`config.mk`:
```
export PLATFORM = sky130hd
export DESIGN_NAME = ssac_ctrl
export DESIGN_NICKNAME = d
export VERILOG_FILES = /design/src/rtl/ssac_pkg.sv /design/src/rtl/ssac_sync.sv /design/src/rtl/ssac_ctrl.sv
export VERILOG_INCLUDE_DIRS = /design/src /design/src/rtl
export SDC_FILE = /design/constraint.sdc
export NUM_CORES = 1
export LEC_CHECK = 0
export ABC_CLOCK_PERIOD_IN_PS = 2300
export BUFFER_PORTS_ARGS = -buffer_cell sky130_fd_sc_hd__buf_2
export CAP_MARGIN = 0
export CORE_ASPECT_RATIO = 1.75
export CORE_MARGIN = 5
export CORE_UTILIZATION = 30
export CTS_CLUSTER_SIZE = 28
export DETAILED_ROUTE_END_ITERATION = 12
export PLACE_DENSITY = 0.56
export SYNTH_ARGS = -nofsm -noshare
export SYNTH_HDL_FRONTEND = slang
export SYNTH_SLANG_ARGS = --single-unit
```
`constraint.sdc`:
```
create_clock -name clk_sys -period 2.3 [get_ports clk_sys]
set_input_delay 0.345 -clock clk_sys [delete_from_list [all_inputs] [get_ports clk_sys]]
set_output_delay 0.345 -clock clk_sys [all_outputs]
set_load 0.05 [all_outputs]
```
`src/rtl/ssac_cfg.svh`:
```
`ifndef SSAC_CFG_SVH
`define SSAC_CFG_SVH

// Clock period in picoseconds (40 MHz)
`define SSAC_CLK_PS 25000
// Whole conversion time per variant, in nanoseconds
`define SSAC_TCONV8_NS 4000
`define SSAC_TCONV6_NS 3000
`define SSAC_TCONV4_NS 2000
// Each time rounds down, never below one cycle
`define SSAC_CYC(ns) (((ns) * 1000) / `SSAC_CLK_PS)
`define SSAC_CONV8_CYC `SSAC_CYC(`SSAC_TCONV8_NS)
`define SSAC_CONV6_CYC `SSAC_CYC(`SSAC_TCONV6_NS)
`define SSAC_CONV4_CYC `SSAC_CYC(`SSAC_TCONV4_NS)
`define SSAC_CNT_W 8
`define SSAC_DATA_W 16
`define SSAC_MAX_CH 8
`define SSAC_SAR_STEPS 16
`define SSAC_SAR_MSB 15
// Bit counter wraps past bit 0 into this done flag
`define SSAC_SAR_DONE 4
`define SSAC_CH6_N 6
`define SSAC_CH4_N 4

`endif

```
`src/rtl/ssac_pkg.sv`:
```
package ssac_pkg;
   typedef enum logic [1:0] {
      SSAC_VAR_8CH,
      SSAC_VAR_6CH,
      SSAC_VAR_4CH
   } ssac_variant_t;

   typedef enum logic [1:0] {
      SSAC_ST_ACQUIRE,
      SSAC_ST_CONVERT,
      SSAC_ST_COMMIT
   } ssac_state_t;
endpackage : ssac_pkg

```
`src/rtl/ssac_sync.sv`:
```
`timescale 1ns/10ps
// Three-stage pin synchroniser; output changes once stages two and three agree
module ssac_sync (
   input wire logic clk_sys,
   input wire logic srst,
   input wire logic pin,
   output logic level
);
   logic s1_q;
   logic s2_q;
   logic s3_q;

   always_ff @(posedge clk_sys) begin
      if (srst) begin
         s1_q <= 1'b0;
         s2_q <= 1'b0;
         s3_q <= 1'b0;
      end else begin
         s1_q <= pin;
         s2_q <= s1_q;
         s3_q <= s2_q;
      end
   end

   always_ff @(posedge clk_sys) begin
      if (srst) begin
         level <= 1'b0;
      end else if (s2_q == s3_q) begin
         level <= s3_q;
      end
   end
endmodule : ssac_sync

```
`src/rtl/ssac_ctrl.sv`:
```
`timescale 1ns/10ps
`include "ssac_cfg.svh"
module ssac_ctrl
   import ssac_pkg::*;
#(
   parameter ssac_variant_t VARIANT = SSAC_VAR_8CH
) (
   input wire logic clk_sys,
   input wire logic srst,
   input wire logic conversion_start_a,
   input wire logic conversion_start_b,
   input wire logic range_sel,
   input wire logic ref_sel,
   input wire logic [`SSAC_MAX_CH-1:0] cmp_in,
   output logic busy,
   output logic [`SSAC_MAX_CH-1:0] hold,
   output logic range_10v,
   output logic int_ref_en,
   output logic [`SSAC_MAX_CH-1:0][`SSAC_DATA_W-1:0] result,
   output logic [`SSAC_MAX_CH-1:0][`SSAC_DATA_W-1:0] sar_trial
);
   localparam int NCH = (VARIANT == SSAC_VAR_8CH) ? `SSAC_MAX_CH :
                        (VARIANT == SSAC_VAR_6CH) ? `SSAC_CH6_N :
                        `SSAC_CH4_N;
   localparam int CONV_CYC = (VARIANT == SSAC_VAR_8CH) ? `SSAC_CONV8_CYC :
                             (VARIANT == SSAC_VAR_6CH) ? `SSAC_CONV6_CYC :
                             `SSAC_CONV4_CYC;
   localparam int CYC = (CONV_CYC < 1) ? 1 : CONV_CYC;
   localparam int HALF = NCH / 2;
   // Spread the SAR bit decisions evenly across the conversion time
   localparam int STEP_CYC = (CYC / `SSAC_SAR_STEPS < 1) ? 1 :
                             CYC / `SSAC_SAR_STEPS;

   logic cs_a;
   logic cs_b;
   logic cs_a_q;
   logic cs_b_q;
   logic rng;
   logic ref_lvl;
   logic rise_a;
   logic rise_b;
   logic seen_a_q;
   logic seen_b_q;
   ssac_state_t state_q;
   logic [`SSAC_CNT_W-1:0] cnt_q;
   logic [`SSAC_CNT_W-1:0] step_q;
   logic [4:0] bit_q;
   logic [`SSAC_MAX_CH-1:0][`SSAC_DATA_W-1:0] sar_q;

   ssac_sync u_sync_a (
      .clk_sys(clk_sys),
      .srst(srst),
      .pin(conversion_start_a),
      .level(cs_a)
   );
   ssac_sync u_sync_b (
      .clk_sys(clk_sys),
      .srst(srst),
      .pin(conversion_start_b),
      .level(cs_b)
   );
   ssac_sync u_sync_r (
      .clk_sys(clk_sys),
      .srst(srst),
      .pin(range_sel),
      .level(rng)
   );
   // Free running, so the select is already known while reset is high
   ssac_sync u_sync_ref (
      .clk_sys(clk_sys),
      .srst(1'b0),
      .pin(ref_sel),
      .level(ref_lvl)
   );

   always_ff @(posedge clk_sys) begin
      if (srst) begin
         cs_a_q <= 1'b0;
         cs_b_q <= 1'b0;
      end else begin
         cs_a_q <= cs_a;
         cs_b_q <= cs_b;
      end
   end

   // Edges are dropped outside acquisition
   assign rise_a = cs_a & ~cs_a_q & (state_q == SSAC_ST_ACQUIRE);
   assign rise_b = cs_b & ~cs_b_q & (state_q == SSAC_ST_ACQUIRE);

   // Range applies at once; no settling wait inside, the host owns that
   always_ff @(posedge clk_sys) begin
      if (srst) begin
         range_10v <= 1'b0;
      end else begin
         range_10v <= rng;
      end
   end

   // Taken only while reset is held; select must settle 5 cycles earlier
   always_ff @(posedge clk_sys) begin
      if (srst) begin
         int_ref_en <= ref_lvl;
      end
   end

   // Hold per channel set; released together at busy fall
   generate
      for (genvar i = 0; i < `SSAC_MAX_CH; i++) begin : g_hold
         always_ff @(posedge clk_sys) begin
            if (srst) begin
               hold[i] <= 1'b0;
            end else if (state_q == SSAC_ST_COMMIT) begin
               hold[i] <= 1'b0;
            end else if (i < NCH && i < HALF && rise_a) begin
               hold[i] <= 1'b1;
            end else if (i < NCH && i >= HALF && rise_b) begin
               hold[i] <= 1'b1;
            end
         end
      end
   endgenerate

   always_ff @(posedge clk_sys) begin
      if (srst) begin
         seen_a_q <= 1'b0;
         seen_b_q <= 1'b0;
      end else if (state_q != SSAC_ST_ACQUIRE) begin
         seen_a_q <= 1'b0;
         seen_b_q <= 1'b0;
      end else begin
         seen_a_q <= seen_a_q | rise_a;
         seen_b_q <= seen_b_q | rise_b;
      end
   end

   always_ff @(posedge clk_sys) begin
      if (srst) begin
         state_q <= SSAC_ST_ACQUIRE;
         busy <= 1'b0;
         cnt_q <= '0;
      end else begin
         case (state_q)
            SSAC_ST_ACQUIRE: begin
               // Start only once both sets are in hold
               if ((seen_a_q | rise_a) && (seen_b_q | rise_b)) begin
                  state_q <= SSAC_ST_CONVERT;
                  busy <= 1'b1;
                  cnt_q <= '0;
               end
            end
            SSAC_ST_CONVERT: begin
               if (cnt_q == `SSAC_CNT_W'(CYC - 1)) begin
                  state_q <= SSAC_ST_COMMIT;
               end
               cnt_q <= cnt_q + 1'b1;
            end
            SSAC_ST_COMMIT: begin
               state_q <= SSAC_ST_ACQUIRE;
               busy <= 1'b0;
            end
            default: begin
               state_q <= SSAC_ST_ACQUIRE;
               busy <= 1'b0;
            end
         endcase
      end
   end

   // Bit sequencer of the successive approximation
   always_ff @(posedge clk_sys) begin
      if (srst || state_q != SSAC_ST_CONVERT) begin
         step_q <= '0;
         bit_q <= 5'(`SSAC_SAR_MSB);
      end else if (step_q == `SSAC_CNT_W'(STEP_CYC - 1)) begin
         step_q <= '0;
         // Spare steps after bit 0 must not decide bit 0 again
         if (!bit_q[`SSAC_SAR_DONE]) begin
            bit_q <= bit_q - 1'b1;
         end
      end else begin
         step_q <= step_q + 1'b1;
      end
   end

   // Twos complement SAR: trial sets each bit below the sign bit, comparator keeps or drops it
   generate
      for (genvar c = 0; c < `SSAC_MAX_CH; c++) begin : g_sar
         always_ff @(posedge clk_sys) begin
            if (srst || state_q == SSAC_ST_ACQUIRE) begin
               // Sign bit trial starts at midscale code 0
               sar_q[c] <= '0;
            end else if (state_q == SSAC_ST_CONVERT &&
                         !bit_q[`SSAC_SAR_DONE] &&
                         step_q == `SSAC_CNT_W'(STEP_CYC - 1)) begin
               if (bit_q == 5'(`SSAC_SAR_MSB)) begin
                  sar_q[c][`SSAC_SAR_MSB] <= ~cmp_in[c];
               end else begin
                  sar_q[c][bit_q[3:0]] <= cmp_in[c];
               end
               // Next lower bit goes in as the trial for the next step
               if (bit_q != 5'h00) begin
                  sar_q[c][bit_q[3:0] - 4'h1] <= 1'b1;
               end
            end
         end
         always_ff @(posedge clk_sys) begin
            if (srst) begin
               sar_trial[c] <= '0;
            end else begin
               sar_trial[c] <= sar_q[c];
            end
         end
         // Previous results stay visible until busy falls
         always_ff @(posedge clk_sys) begin
            if (srst) begin
               result[c] <= '0;
            end else if (state_q == SSAC_ST_COMMIT) begin
               result[c] <= (c < NCH) ? sar_q[c] : '0;
            end
         end
      end
   endgenerate
endmodule : ssac_ctrl

```
# Word level (Yosys, flattened, before mapping)
# Index checks and enable logic that the tools add are counted.
[classes]
addsub = 4
magnitude_cmp = 4
eq_ne = 12
muxes = 76
n_bitwise = 26
n_reduce_logical = 19
[op_table]
columns = ["op", "count"]
rows = [
  ["$mux 15", 24],
  ["$bwmux 16", 8],
  ["$mux 16", 8],
  ["$or 16x16->16", 8],
  ["$mux 1", 27],
  ["$add 8x1->8 const B", 2],
  ["$pmux 8 s2", 1],
  ["$not 1->1", 12],
  ["$lt 4x5->1 const B", 2],
  ["$demux 1 s4", 2],
  ["$eq 8x4->1 const B", 1],
  ["$eq 8x8->1 const B", 1],
  ["$ge 4x1->1 const B", 2],
  ["$mux 8", 1],
  ["$reduce_and 2->1", 4],
  ["$reduce_or 2->1", 3],
  ["$eq 5x4->1 const B", 1],
  ["$logic_and 1x1->1", 5],
  ["$mux 5", 1],
  ["$reduce_bool 5->1", 1],
  ["$sub 5x1->5 const B", 1],
  ["$and 1x1->1", 4],
  ["$eq 1x1->1", 4],
  ["$mux 2", 2],
  ["other kinds (12)", 16],
]
[word_totals]
reg_bits = 432
inputBits = 14
output_inout_bits = 267
wordCells = 195

# Depth between registers and ports, before layout
# Gate-level depths: netlist of run 1.
[depth]
word_depth = 10
mapped_depth = 8
depth_no_buf = 6

# Modules after synthesis
# A second synthesis of run 1 with hierarchy kept.
[hier_totals]
cells_unflattened = 1319
hier_area_um2 = 14574.0
[by_module_without_submodules]
columns = ["module", "instances", "cells_each", "area_each_um2", "seq_area_each_um2"]
rows = [
  ["ssac_ctrl", 1, 1279, 14123.5, 8338.0],
  ["ssac_sync", 4, 10, 112.6, 80.1],
]

# Least setup slack after synthesis of run 1
# OpenSTA, ideal clock, no wires.
[synth_timing]
path_type = "flip-flop to flip-flop"
from = "reg bit_q[0]"
to = "reg sar_q[40] in the netlist's numbering"
setup_ns = 0.083
t_arrival_ns = 1.882
t_required_ns = 2.217
setup_slack_ns = 0.335
path_stages_with_launch = 8
path_buffers = 1
period_less_slack_ns = 1.965
cell_sequence = "dfxtp_1 inv_1 ha_1 or2_2 o21ai_0 a21oi_1 clkbuf_1 o221ai_1"
[synth_via]
elab_chain_cells = 10
word_cells_on_any_way = 19
classes_between = "add/sub: 1; order compare: 4; eq/ne: 1; mux: 9; bitwise: 1; reduce/logical: 3"
[synth_rtl]
columns = ["element", "line_no", "rtl"]
rows = [
  ["start: declaration", "ssac_ctrl.sv:47", "logic [4:0] bit_q;"],
  ["start signal: assignment", "ssac_ctrl.sv:173", "bit_q <= 5'(`SSAC_SAR_MSB);"],
  ["start signal: assignment", "ssac_ctrl.sv:178", "bit_q <= bit_q - 1'b1;"],
  ["$lt 4x5->1 (implied by the code) / $ge 4x1->1 (equally long branches)", "ssac_ctrl.sv:198", "sar_q[c][bit_q[3:0]] <= cmp_in[c];"],
  ["$logic_and 1x1->1 (implied by the code)", "ssac_ctrl.sv:198", ""],
  ["$mux 1 (implied by the code)", "ssac_ctrl.sv:198", ""],
  ["$demux 1 s4", "ssac_ctrl.sv:198", ""],
  ["$bwmux 16", "ssac_ctrl.sv:198", ""],
  ["$mux 15", "ssac_ctrl.sv:195", "if (bit_q == 5'(`SSAC_SAR_MSB)) begin"],
  ["$mux 15", "ssac_ctrl.sv:192", "end else if (state_q == SSAC_ST_CONVERT &&"],
  ["$mux 15", "ssac_ctrl.sv:189", "if (srst || state_q == SSAC_ST_ACQUIRE) begin"],
  ["$or 16x16->16 (no line)", "-", ""],
  ["$mux 16 *", "ssac_ctrl.sv:201", "if (bit_q != 5'h00) begin"],
  ["end signal: indexed assignment", "ssac_ctrl.sv:196", "sar_q[c][`SSAC_SAR_MSB] <= ~cmp_in[c];"],
  ["end signal: indexed assignment", "ssac_ctrl.sv:198", ""],
  ["end: declaration", "ssac_ctrl.sv:48", "logic [`SSAC_MAX_CH-1:0][`SSAC_DATA_W-1:0] sar_q;"],
]
# Every way passes the cells marked *; elsewhere a longest branch is shown, timed or not. The select of a mux whose other input is x is not followed.
# A chain may end at the register's enable or synchronous reset.

# Worst setup path in the final report of run 1
[layout_timing]
from = "reg bit_q[0]"
to = "reg sar_q[19] in the netlist's numbering"
# The elaborated chain is that of the path after synthesis.

==> results of run 1 <==
[where the power goes]
part           internal, W  total, W  switching, W
sequential         0.00750   0.00750    0.00000452
combinational    0.0000517  0.000186      0.000134
clock              0.00404   0.00709       0.00304
[layer usage]
layer / track usage (%) / share of wire, % / vias to the layer above / wire, µm
li1: - / - / 5203 / -
met1: 18.4 / 37 / 5446 / 17600
met2: 30.6 / 53 / 406 / 24900
met3: 2.46 / 4.8 / 123 / 2260
met4: 8.13 / 5.1 / 2 / 2380
met5: 0 / 0.015 / - / 7
[sequential cells by signal, summed over array words and instances, names as in the netlist, 2 cells and up]
name	flops
cnt_q	8
result	128
sar_trial	128
bit_q	5
state_q	2
hold	2
step_q	8
sar_q	128
[per-stage QoR]
| step | total power [W] | setup WS (ns) |
|---|---|---|
| floorplan | 0.00779 | 0.335 |
| global placement | 0.00785 | 0.0969 |
| detailed placement | 0.00785 | 0.00780 |
| CTS | 0.0149 | 0.0154 |
| global route | 0.0152 | -0.00400 |
| finish | 0.0148 | 0.0529 |
[worst reg2reg max path: cells and delay by family, from the launching register on]
family                     cells  cell delay, ns
and+or+nand+nor                1            0.13
DFF                            1            0.31
buffers and inverters          2            0.34
adders and majority gates      1            0.26
AOI/OAI and AO/OA              3            1.05
[final cells by class]
class                           instances  area, µm²
Tap cell                              654        818
Sequential cell                       432       8670
Multi-Input combinational cell        724       5460
Antenna cell                            3       7.51
Fill cell                            4886      30200
Inverter                                7       26.3
Timing Repair Buffer                  336       1910
Clock inverter                         24        300
Clock buffer                           49       1100
[worst min-delay path by stage]
stage	from	to	slack [ns]
6_report	srst	cnt_q[0]	0.08
5_1_grt	srst	u_sync_a.s3_q	0.1
4_1_cts	srst	cnt_q[0]	0.08
3_5_place_dp	u_sync_ref.s1_q	u_sync_ref.s2_q	0.31
3_3_place_gp	u_sync_ref.s1_q	u_sync_ref.s2_q	0.31
2_1_floorplan	u_sync_ref.s1_q	u_sync_ref.s2_q	0.31
[cell families after synthesis]
kind of cell | share of synthesized area, %
compound gates | 16.3
xor+xnor | 1.08
fa+ha+maj | 0.942
buf+inv | 4.04
flops | 59.4
mux | 4.46
simple gates | 13.8
[cells in the final DEF, fill, tap and decap left out, types with 9 or more instances in the layout]
cell type,instances
clkinv_2,9
o22a_1,128
clkbuf_16,40
nand3_1,61
xnor2_1,15
nand2_1,29
buf_4,46
o22ai_1,64
ha_1,10
dfxtp_1,430
nor2_1,24
buf_2,279
mux2i_1,65
nor4bb_1,11
o21ai_0,15
o221ai_1,58
nor2b_1,143
[timing repair]
action	CTS	global route
hold buffers	4	0
setup endpoints to repair	18	71
cloned	0	3
gates resized for setup	1	2
pin swaps	1	3
hold endpoints to repair	4	0
==> flow_summary.ini, run 1 <==
[logic_synthesis]
yosysMostFrequentCell = dfxtp_1
synth_top_area_cell = dfxtp_1
seq_area_frac_synth_pct = 59.4
yosys_register_bits = 432
synth_area_per_cell_um2 = 11.4
synth_top_area_share_pct = 58.9
synth_area_um2 = 14600
synth-main-ff-cell = dfxtp_1
yosysWarnings = 0
synth_common_cells = 430 x dfxtp_1, 143 x nor2b_1, 128 x o22a_1
synth_cell_types = 59
synthesis.nets = 1306
netlist_instances = 1281
synthTopCellsByArea = dfxtp_1 59%, o22a_1 7.7%, nor2b_1 6.1%
synthArstFlopShare_pct = 0
synth-edff-count = 2

[setup_path]
critPathLaunch = bit_q[0]
path_max_fanout = 16
start_kind = flop
endpoint = sar_q[19]
cp_top_family = compound AO/OA/AOI/OAI gates
worstReg2RegStart = bit_q[0]
reg2regPathDepth = 7
regToRegEndpoint = sar_q[19]
worstPathRequired_ns = 2.70
endpoint_kind = flop
slowest_delay_ns = 0.74
path_depth = 7
critical-path-slowest-cell = o21ai_2
crit_buf_inv = 2
ff2ff_setup_slack_ns = 0.05
crit_chain = inv_1 > ha_2 > or2_2 > o21ai_1 > buf_4 > o21ai_2 > o22ai_1
critical_path_class = reg -> reg
arrival_ns = 2.65

[sta]
finalCriticalPeriod_ns = 2.25
max_freq_ghz = 0.445
final_max_slew_viol_count = 0
finalHoldViolCount = 0
worst_pin_slew_ns = 1.13
fin_tns_setup_ns = 0
whs_ns = 0.0824
rsz0062_at_grt = yes
finClkSkew_ns = 0.0273
relSlewSlack_pct = 24.6
fin_crit_sh_pct = 97.7
setup_violations = 0

[clock_network]
clk_pin_slew_ns = 0.07
clk_path_buf_depth = 3
cts_tree = built
clk_latency_ns = 0.57
post_cts_buffers = 0
cts_made_buffers = 40
root_buffer = clkbuf_16
h-tree-depth = 2
cts.sinks = 432

[global_route]
grt_pass1_vias = 11100
antenna_found_initial = 4
grt_max_degree = 97
grt_first_pass_wirelength_mm = 68.6
grt-ovfl-total = 0
grt_use_total_pct = 16.6

[route]
first_pass_iters = 5
postRouteAntennaNets = 0
vias = 11200
wl_per_cell_um = 21.1
wirelength_mm = 47.1
vias_per_cell = 5.02
dr.first_iter.drc_count = 640
drc = 0

[floorplan]
die-area_um2 = 53400
ios = 281
die_w_um = 177
std_cell_rows = 107
core_area_um2 = 48500
die_y_um = 302
start_util_pct = 30.1

[job]
maxCapViolations = 0

[worst_hold_path]
hold_depth = 2
min_path_type = in -> reg

[finish]
fin_util_pct = 37.8
drive_gt1_share_pct = 27.5
final_cells = 2229
nets = 1566
final_cell_area_um2 = 18300
syn2layout_area_growth_pct = 25.3

[run_status]
status = finished clean

[place]
place_inst = 2146
port_buffers = 280
hpwl_mm = 32.6
dpl_cell_area_um2 = 16800
gp_congestion = 0.829

[pwr]
p_leak_nw = 8.66
ir_worst_vdd_v = 0.000670
powerDensity_nw_per_um2 = 807
Power figures use the tool's default switching activity.
==> inputs of run 2 (changes only) <==
ABC_CLOCK_PERIOD_IN_PS = 2200   (was 2300)
clock period = 2.2 ns   (was 2.3 ns; I/O delays follow)
==> flow_summary.ini, run 2 (synthesized netlist as in run 1, its figures left out) <==
[finish]
top_regs = result x128, sar_q x128, sar_trial x128
final_cell_mix = 430 x dfxtp_1, 279 x buf_2, 143 x nor2b_1
mostFrequentLayoutCell = dfxtp_1
fin_util_pct = 37.8
syn2layout_area_growth_pct = 25.6
drive_gt1_share_pct = 27.6
nets = 1572

[floorplan]
core_area_um2 = 48500
die-area_um2 = 53400
std_cell_rows = 107
die_y_um = 302
start_util_pct = 30.1
ios = 281
die_w_um = 177

[clock_network]
h-tree-depth = 2
cts_tree = built
clk_latency_ns = 0.55
root_buffer = clkbuf_16
cts.sinks = 432
cts_made_buffers = 40
clk_path_buf_depth = 3
clk_pin_slew_ns = 0.07

[job]
maxCapViolations = 0

[sta]
fin_crit_sh_pct = 97.6
finalHoldViolCount = 0
relSlewSlack_pct = 30.3
final_max_slew_viol_count = 0
finClkSkew_ns = 0.0262
max_freq_ghz = 0.466
worst_pin_slew_ns = 1.04
finalCriticalPeriod_ns = 2.15
fin_tns_setup_ns = 0
setup_violations = 0
rsz0062_at_grt = yes

[setup_path]
endpoint_kind = flop
worstPathRequired_ns = 2.59
reg2regPathDepth = 4
arrival_ns = 2.53
start_kind = flop
critical_path_class = reg -> reg
path_max_fanout = 32
ff2ff_setup_slack_ns = 0.05

[run_status]
status = finished clean

[worst_hold_path]
hold_depth = 4
min_path_type = in -> reg

[route]
first_pass_iters = 6
vias = 11200
postRouteAntennaNets = 0
drc = 0
dr.first_iter.drc_count = 683
vias_per_cell = 4.99
wl_per_cell_um = 20.8
wirelength_mm = 46.5

[global_route]
grt_max_degree = 129
grt_pass1_vias = 10900
grt_use_total_pct = 16.4
grt-ovfl-total = 0
antenna_found_initial = 3
grt_first_pass_wirelength_mm = 67.9

[pwr]
powerDensity_nw_per_um2 = 832
ir_worst_vdd_v = 0.000563
p_leak_nw = 8.68

[place]
gp_congestion = 0.840
hpwl_mm = 31.9
port_buffers = 280
## run 2: cell types whose count changed in the layout (fill, tap and decap cells not counted), sizes merged
cell,previous run,this run
buf,332,339
clkinvlp,3,2
inv,13,11
a21oi,12,11
bufinv,5,3
clkbuf,49,56
clkinv,10,9
## run 2: cell type report
| type | count | area [µm²] |
|---|---|---|
| Fill cell | 4878 | 30100 |
| Tap cell | 654 | 818 |
| Antenna cell | 3 | 7.51 |
| Multi-Input combinational cell | 723 | 5470 |
| Clock inverter | 18 | 205 |
| Inverter | 7 | 26.3 |
| Clock buffer | 56 | 1170 |
| Timing Repair Buffer | 343 | 1970 |
| Sequential cell | 432 | 8670 |
## run 2: per-stage QoR
step | area [µm²] | hold WS, ns | instances | setup slack, ns | power [W]
2_1_floorplan | 14600 | 0.310 | 1281 | 0.235 | 0.00814
4_1_cts | 18300 | 0.166 | 2233 | -0.0118 | 0.0154
3_5_place_dp | 16900 | 0.322 | 2153 | -0.0567 | 0.00821
3_3_place_gp | 16900 | 0.311 | 2153 | 0.00794 | 0.00821
5_1_grt | 18300 | 0.193 | 2236 | -0.0660 | 0.0158
6_report | 18300 | 0.196 | 2236 | 0.0535 | 0.0153
## run 2: routing by layer
layer | vias to the layer above | GRT usage [%] | routed length, µm
met3 | 94 | 2.66 | 2400
li1 | 5235 | - | -
met2 | 391 | 30.7 | 24600
met4 | 0 | 6.64 | 1860
met5 | - | 0 | 0
met1 | 5440 | 18.4 | 17600
## run 2: repair_timing
action                     in CTS  in global routing
setup endpoints to repair      48                 60
gates resized for setup         4                  3
cloned                          2                  0
pin swaps                       3                  5
setup buffers                   0                  0
hold endpoints to repair        4                  0
hold buffers                    4                  0
## run 2: power breakdown
group	switching [W]	internal, W
Clock	0.00310	0.00413
Combinational	0.000140	0.0000517
Sequential	0.00000485	0.00784
Total	0.00325	0.0120
## run 2: critical path, cell delays in order (launching register included)
cell      delay, ns
dfxtp_1        0.48
buf_4          0.32
nor2_1         0.12
a21oi_4        0.78
o221ai_1       0.27
## run 2: path summary, 6_finish.rpt
kind                         from               to
hold / removal               srst         bit_q[2]
setup / recovery         bit_q[3]        sar_q[92]
hold reg to reg   u_sync_ref.s1_q  u_sync_ref.s2_q
setup reg to reg         bit_q[3]        sar_q[92]
==> inputs of run 3 (changes only) <==
SYNTH_HIERARCHICAL = 1   (was unset)
==> flow_summary.ini, run 3 <==
[sta]
rsz0062_at_grt = no
final_max_slew_viol_count = 0
worst_pin_slew_ns = 0.866
finalHoldViolCount = 0
relSlewSlack_pct = 41.9
max_freq_ghz = 0.494
whs_ns = 0.0628
setup_violations = 0
finClkSkew_ns = 0.0126
fin_crit_sh_pct = 92.1
finalCriticalPeriod_ns = 2.03

[logic_synthesis]
netlist_instances = 1319
seq_area_frac_synth_pct = 59.4
synth_cell_types = 65
synth_area_um2 = 14600
synthTopCellsByArea = dfxtp_1 59%, o22a_1 7.7%, nor2b_1 6.4%
synth_area_per_cell_um2 = 11.0
yosysMostFrequentCell = dfxtp_1
synth_top_area_share_pct = 59.2
synth_top_area_cell = dfxtp_1
synth_common_cells = 431 x dfxtp_1, 148 x nor2b_1, 128 x o22a_1
synthArstFlopShare_pct = 0
synth-main-ff-cell = dfxtp_1
yosysWarnings = 6
synth-edff-count = 1
yosys_register_bits = 432

[finish]
final_cell_mix = 431 x dfxtp_1, 279 x buf_2, 148 x nor2b_1
multiInputGateArea_um2 = 5510
nets = 1635
mostFrequentLayoutCell = dfxtp_1
ff_latch_area_um2 = 8660
fin_util_pct = 38.1
final_cells = 2292
n_antenna_cell = 0
syn2layout_area_growth_pct = 26.6
top_regs = result x128, sar_q x128, sar_trial x128
final_cell_area_um2 = 18500
n_fill_cell = 4871
drive_gt1_share_pct = 28.6

[setup_path]
worstPathRequired_ns = 2.67
crit_buf_inv = 1
cp_top_family = simple AND/OR/NAND/NOR gates
endpoint_kind = flop
reg2regPathDepth = 5
slowest_delay_ns = 0.60
path_max_fanout = 11
critical_path_class = reg -> reg
crit_chain = or4_4 > nor4_4 > buf_12 > nand4_4 > o211ai_1
ff2ff_setup_slack_ns = 0.17
worstReg2RegStart = step_q[5]
regToRegEndpoint = sar_q[70]
start_kind = flop
critical-path-slowest-cell = or4_4
arrival_ns = 2.49

[job]
maxCapViolations = 0

[global_route]
antenna_found_initial = 2
grt_pass1_vias = 11100
grt_use_total_pct = 16.4
grt_max_degree = 133
grt-ovfl-total = 0
grt_first_pass_wirelength_mm = 67.3

[clock_network]
root_buffer = clkbuf_16
cts_tree = built
cts.sinks = 432
cts_made_buffers = 40
clk_latency_ns = 0.54
clk_path_buf_depth = 3
h-tree-depth = 2
clk_pin_slew_ns = 0.06
post_cts_buffers = 0

[worst_hold_path]
min-delay-start = srst
hold-path-endpoint = sar_trial[29]
hold_depth = 2
min_path_type = in -> reg

[route]
wl_per_cell_um = 19.8
vias = 11000
drc = 0
postRouteAntennaNets = 0
first_pass_iters = 5
dr.first_iter.drc_count = 548
vias_per_cell = 4.80
wirelength_mm = 45.4

[place]
port_buffers = 280
gp_congestion = 0.846
dpl_cell_area_um2 = 17000
place_inst = 2218
hpwl_mm = 33.2

[floorplan]
die_y_um = 302
std_cell_rows = 107
core_area_um2 = 48500
die_w_um = 177
die-area_um2 = 53300
ios = 281
start_util_pct = 30.1

[run_status]
status = finished clean

[pwr]
ir_worst_vdd_v = 0.000547
p_leak_nw = 8.47
powerDensity_nw_per_um2 = 834
run 3: cell count changes after synthesis, sizes merged, moves of 15 or more:
cell    before  now
o22ai       64    2
buf         59   24
nand4       15   30
o21ai       20   42
mux2         0   25
o221ai      58    0
nand3       61  112
nand2       29   51
mux2i       65    8
clkbuf      62   80
o211ai       0   92
run 3: worst max path at each step:
stage	end	depth (start not counted)	start
finish	sar_q[70]	5	step_q[5]
global route	sar_q[95]	7	step_q[0]
CTS	sar_q[16]	8	bit_q[0]
detailed placement	sar_q[120]	7	bit_q[0]
global placement	sar_q[72]	7	bit_q[0]
floorplan	sar_q[32]	7	bit_q[0]
run 3: what timing repair did:
action                                  in CTS  in global routing
endpoints found under the hold margin        4                  0
gates resized for setup                      1                  1
hold buffers                                 4                  0
endpoints found under the setup margin      12                 12
run 3: power breakdown:
group          internal [W]  switching (W)  leakage (nW)
Sequential          0.00783     0.00000382          3.48
Combinational     0.0000477       0.000117          4.31
Clock               0.00438        0.00300         0.680
Total                0.0123        0.00312          8.47
run 3: layout make-up:
class | instances | area share (%)
Timing Repair Buffer | 350 | 11.1
Inverter | 9 | 0.183
Sequential cell | 432 | 46.9
Clock buffer | 50 | 5.96
Clock inverter | 20 | 1.59
Multi-Input combinational cell | 777 | 29.8
Tap cell | 654 | 4.43
run 3: cells by family (layout without fill, tap and decap cells):
kind of cell	Yosys count	count (layout)	synth area share (%)
compound gates	289	289	15.2
simple gates	422	422	17.6
other cells	1	4	0.0257
mux	33	33	2.48
buf+inv	113	429	3.26
xor+xnor	18	18	1.08
fa+ha+maj	11	11	0.944
flops	432	432	59.4
run 3: layer usage:
layer / vias to the layer above / global-route usage (%) / wire [µm]
met5: - / 0 / 28
met4: 4 / 9.49 / 2830
met3: 119 / 2.45 / 2080
met2: 334 / 30.2 / 23700
met1: 5241 / 17.5 / 16800
li1: 5311 / - / -
run 3: stage by stage:
stage | worst slack [ns] | TNS (ns) | total power, W
3_3_place_gp | 0.0355 | 0 | 0.00817
6_report | 0.174 | 0 | 0.0154
5_1_grt | 0.0647 | 0 | 0.0159
2_1_floorplan | 0.0790 | 0 | 0.00811
3_5_place_dp | -0.0329 | -0.225 | 0.00818
4_1_cts | 0.117 | 0 | 0.0156
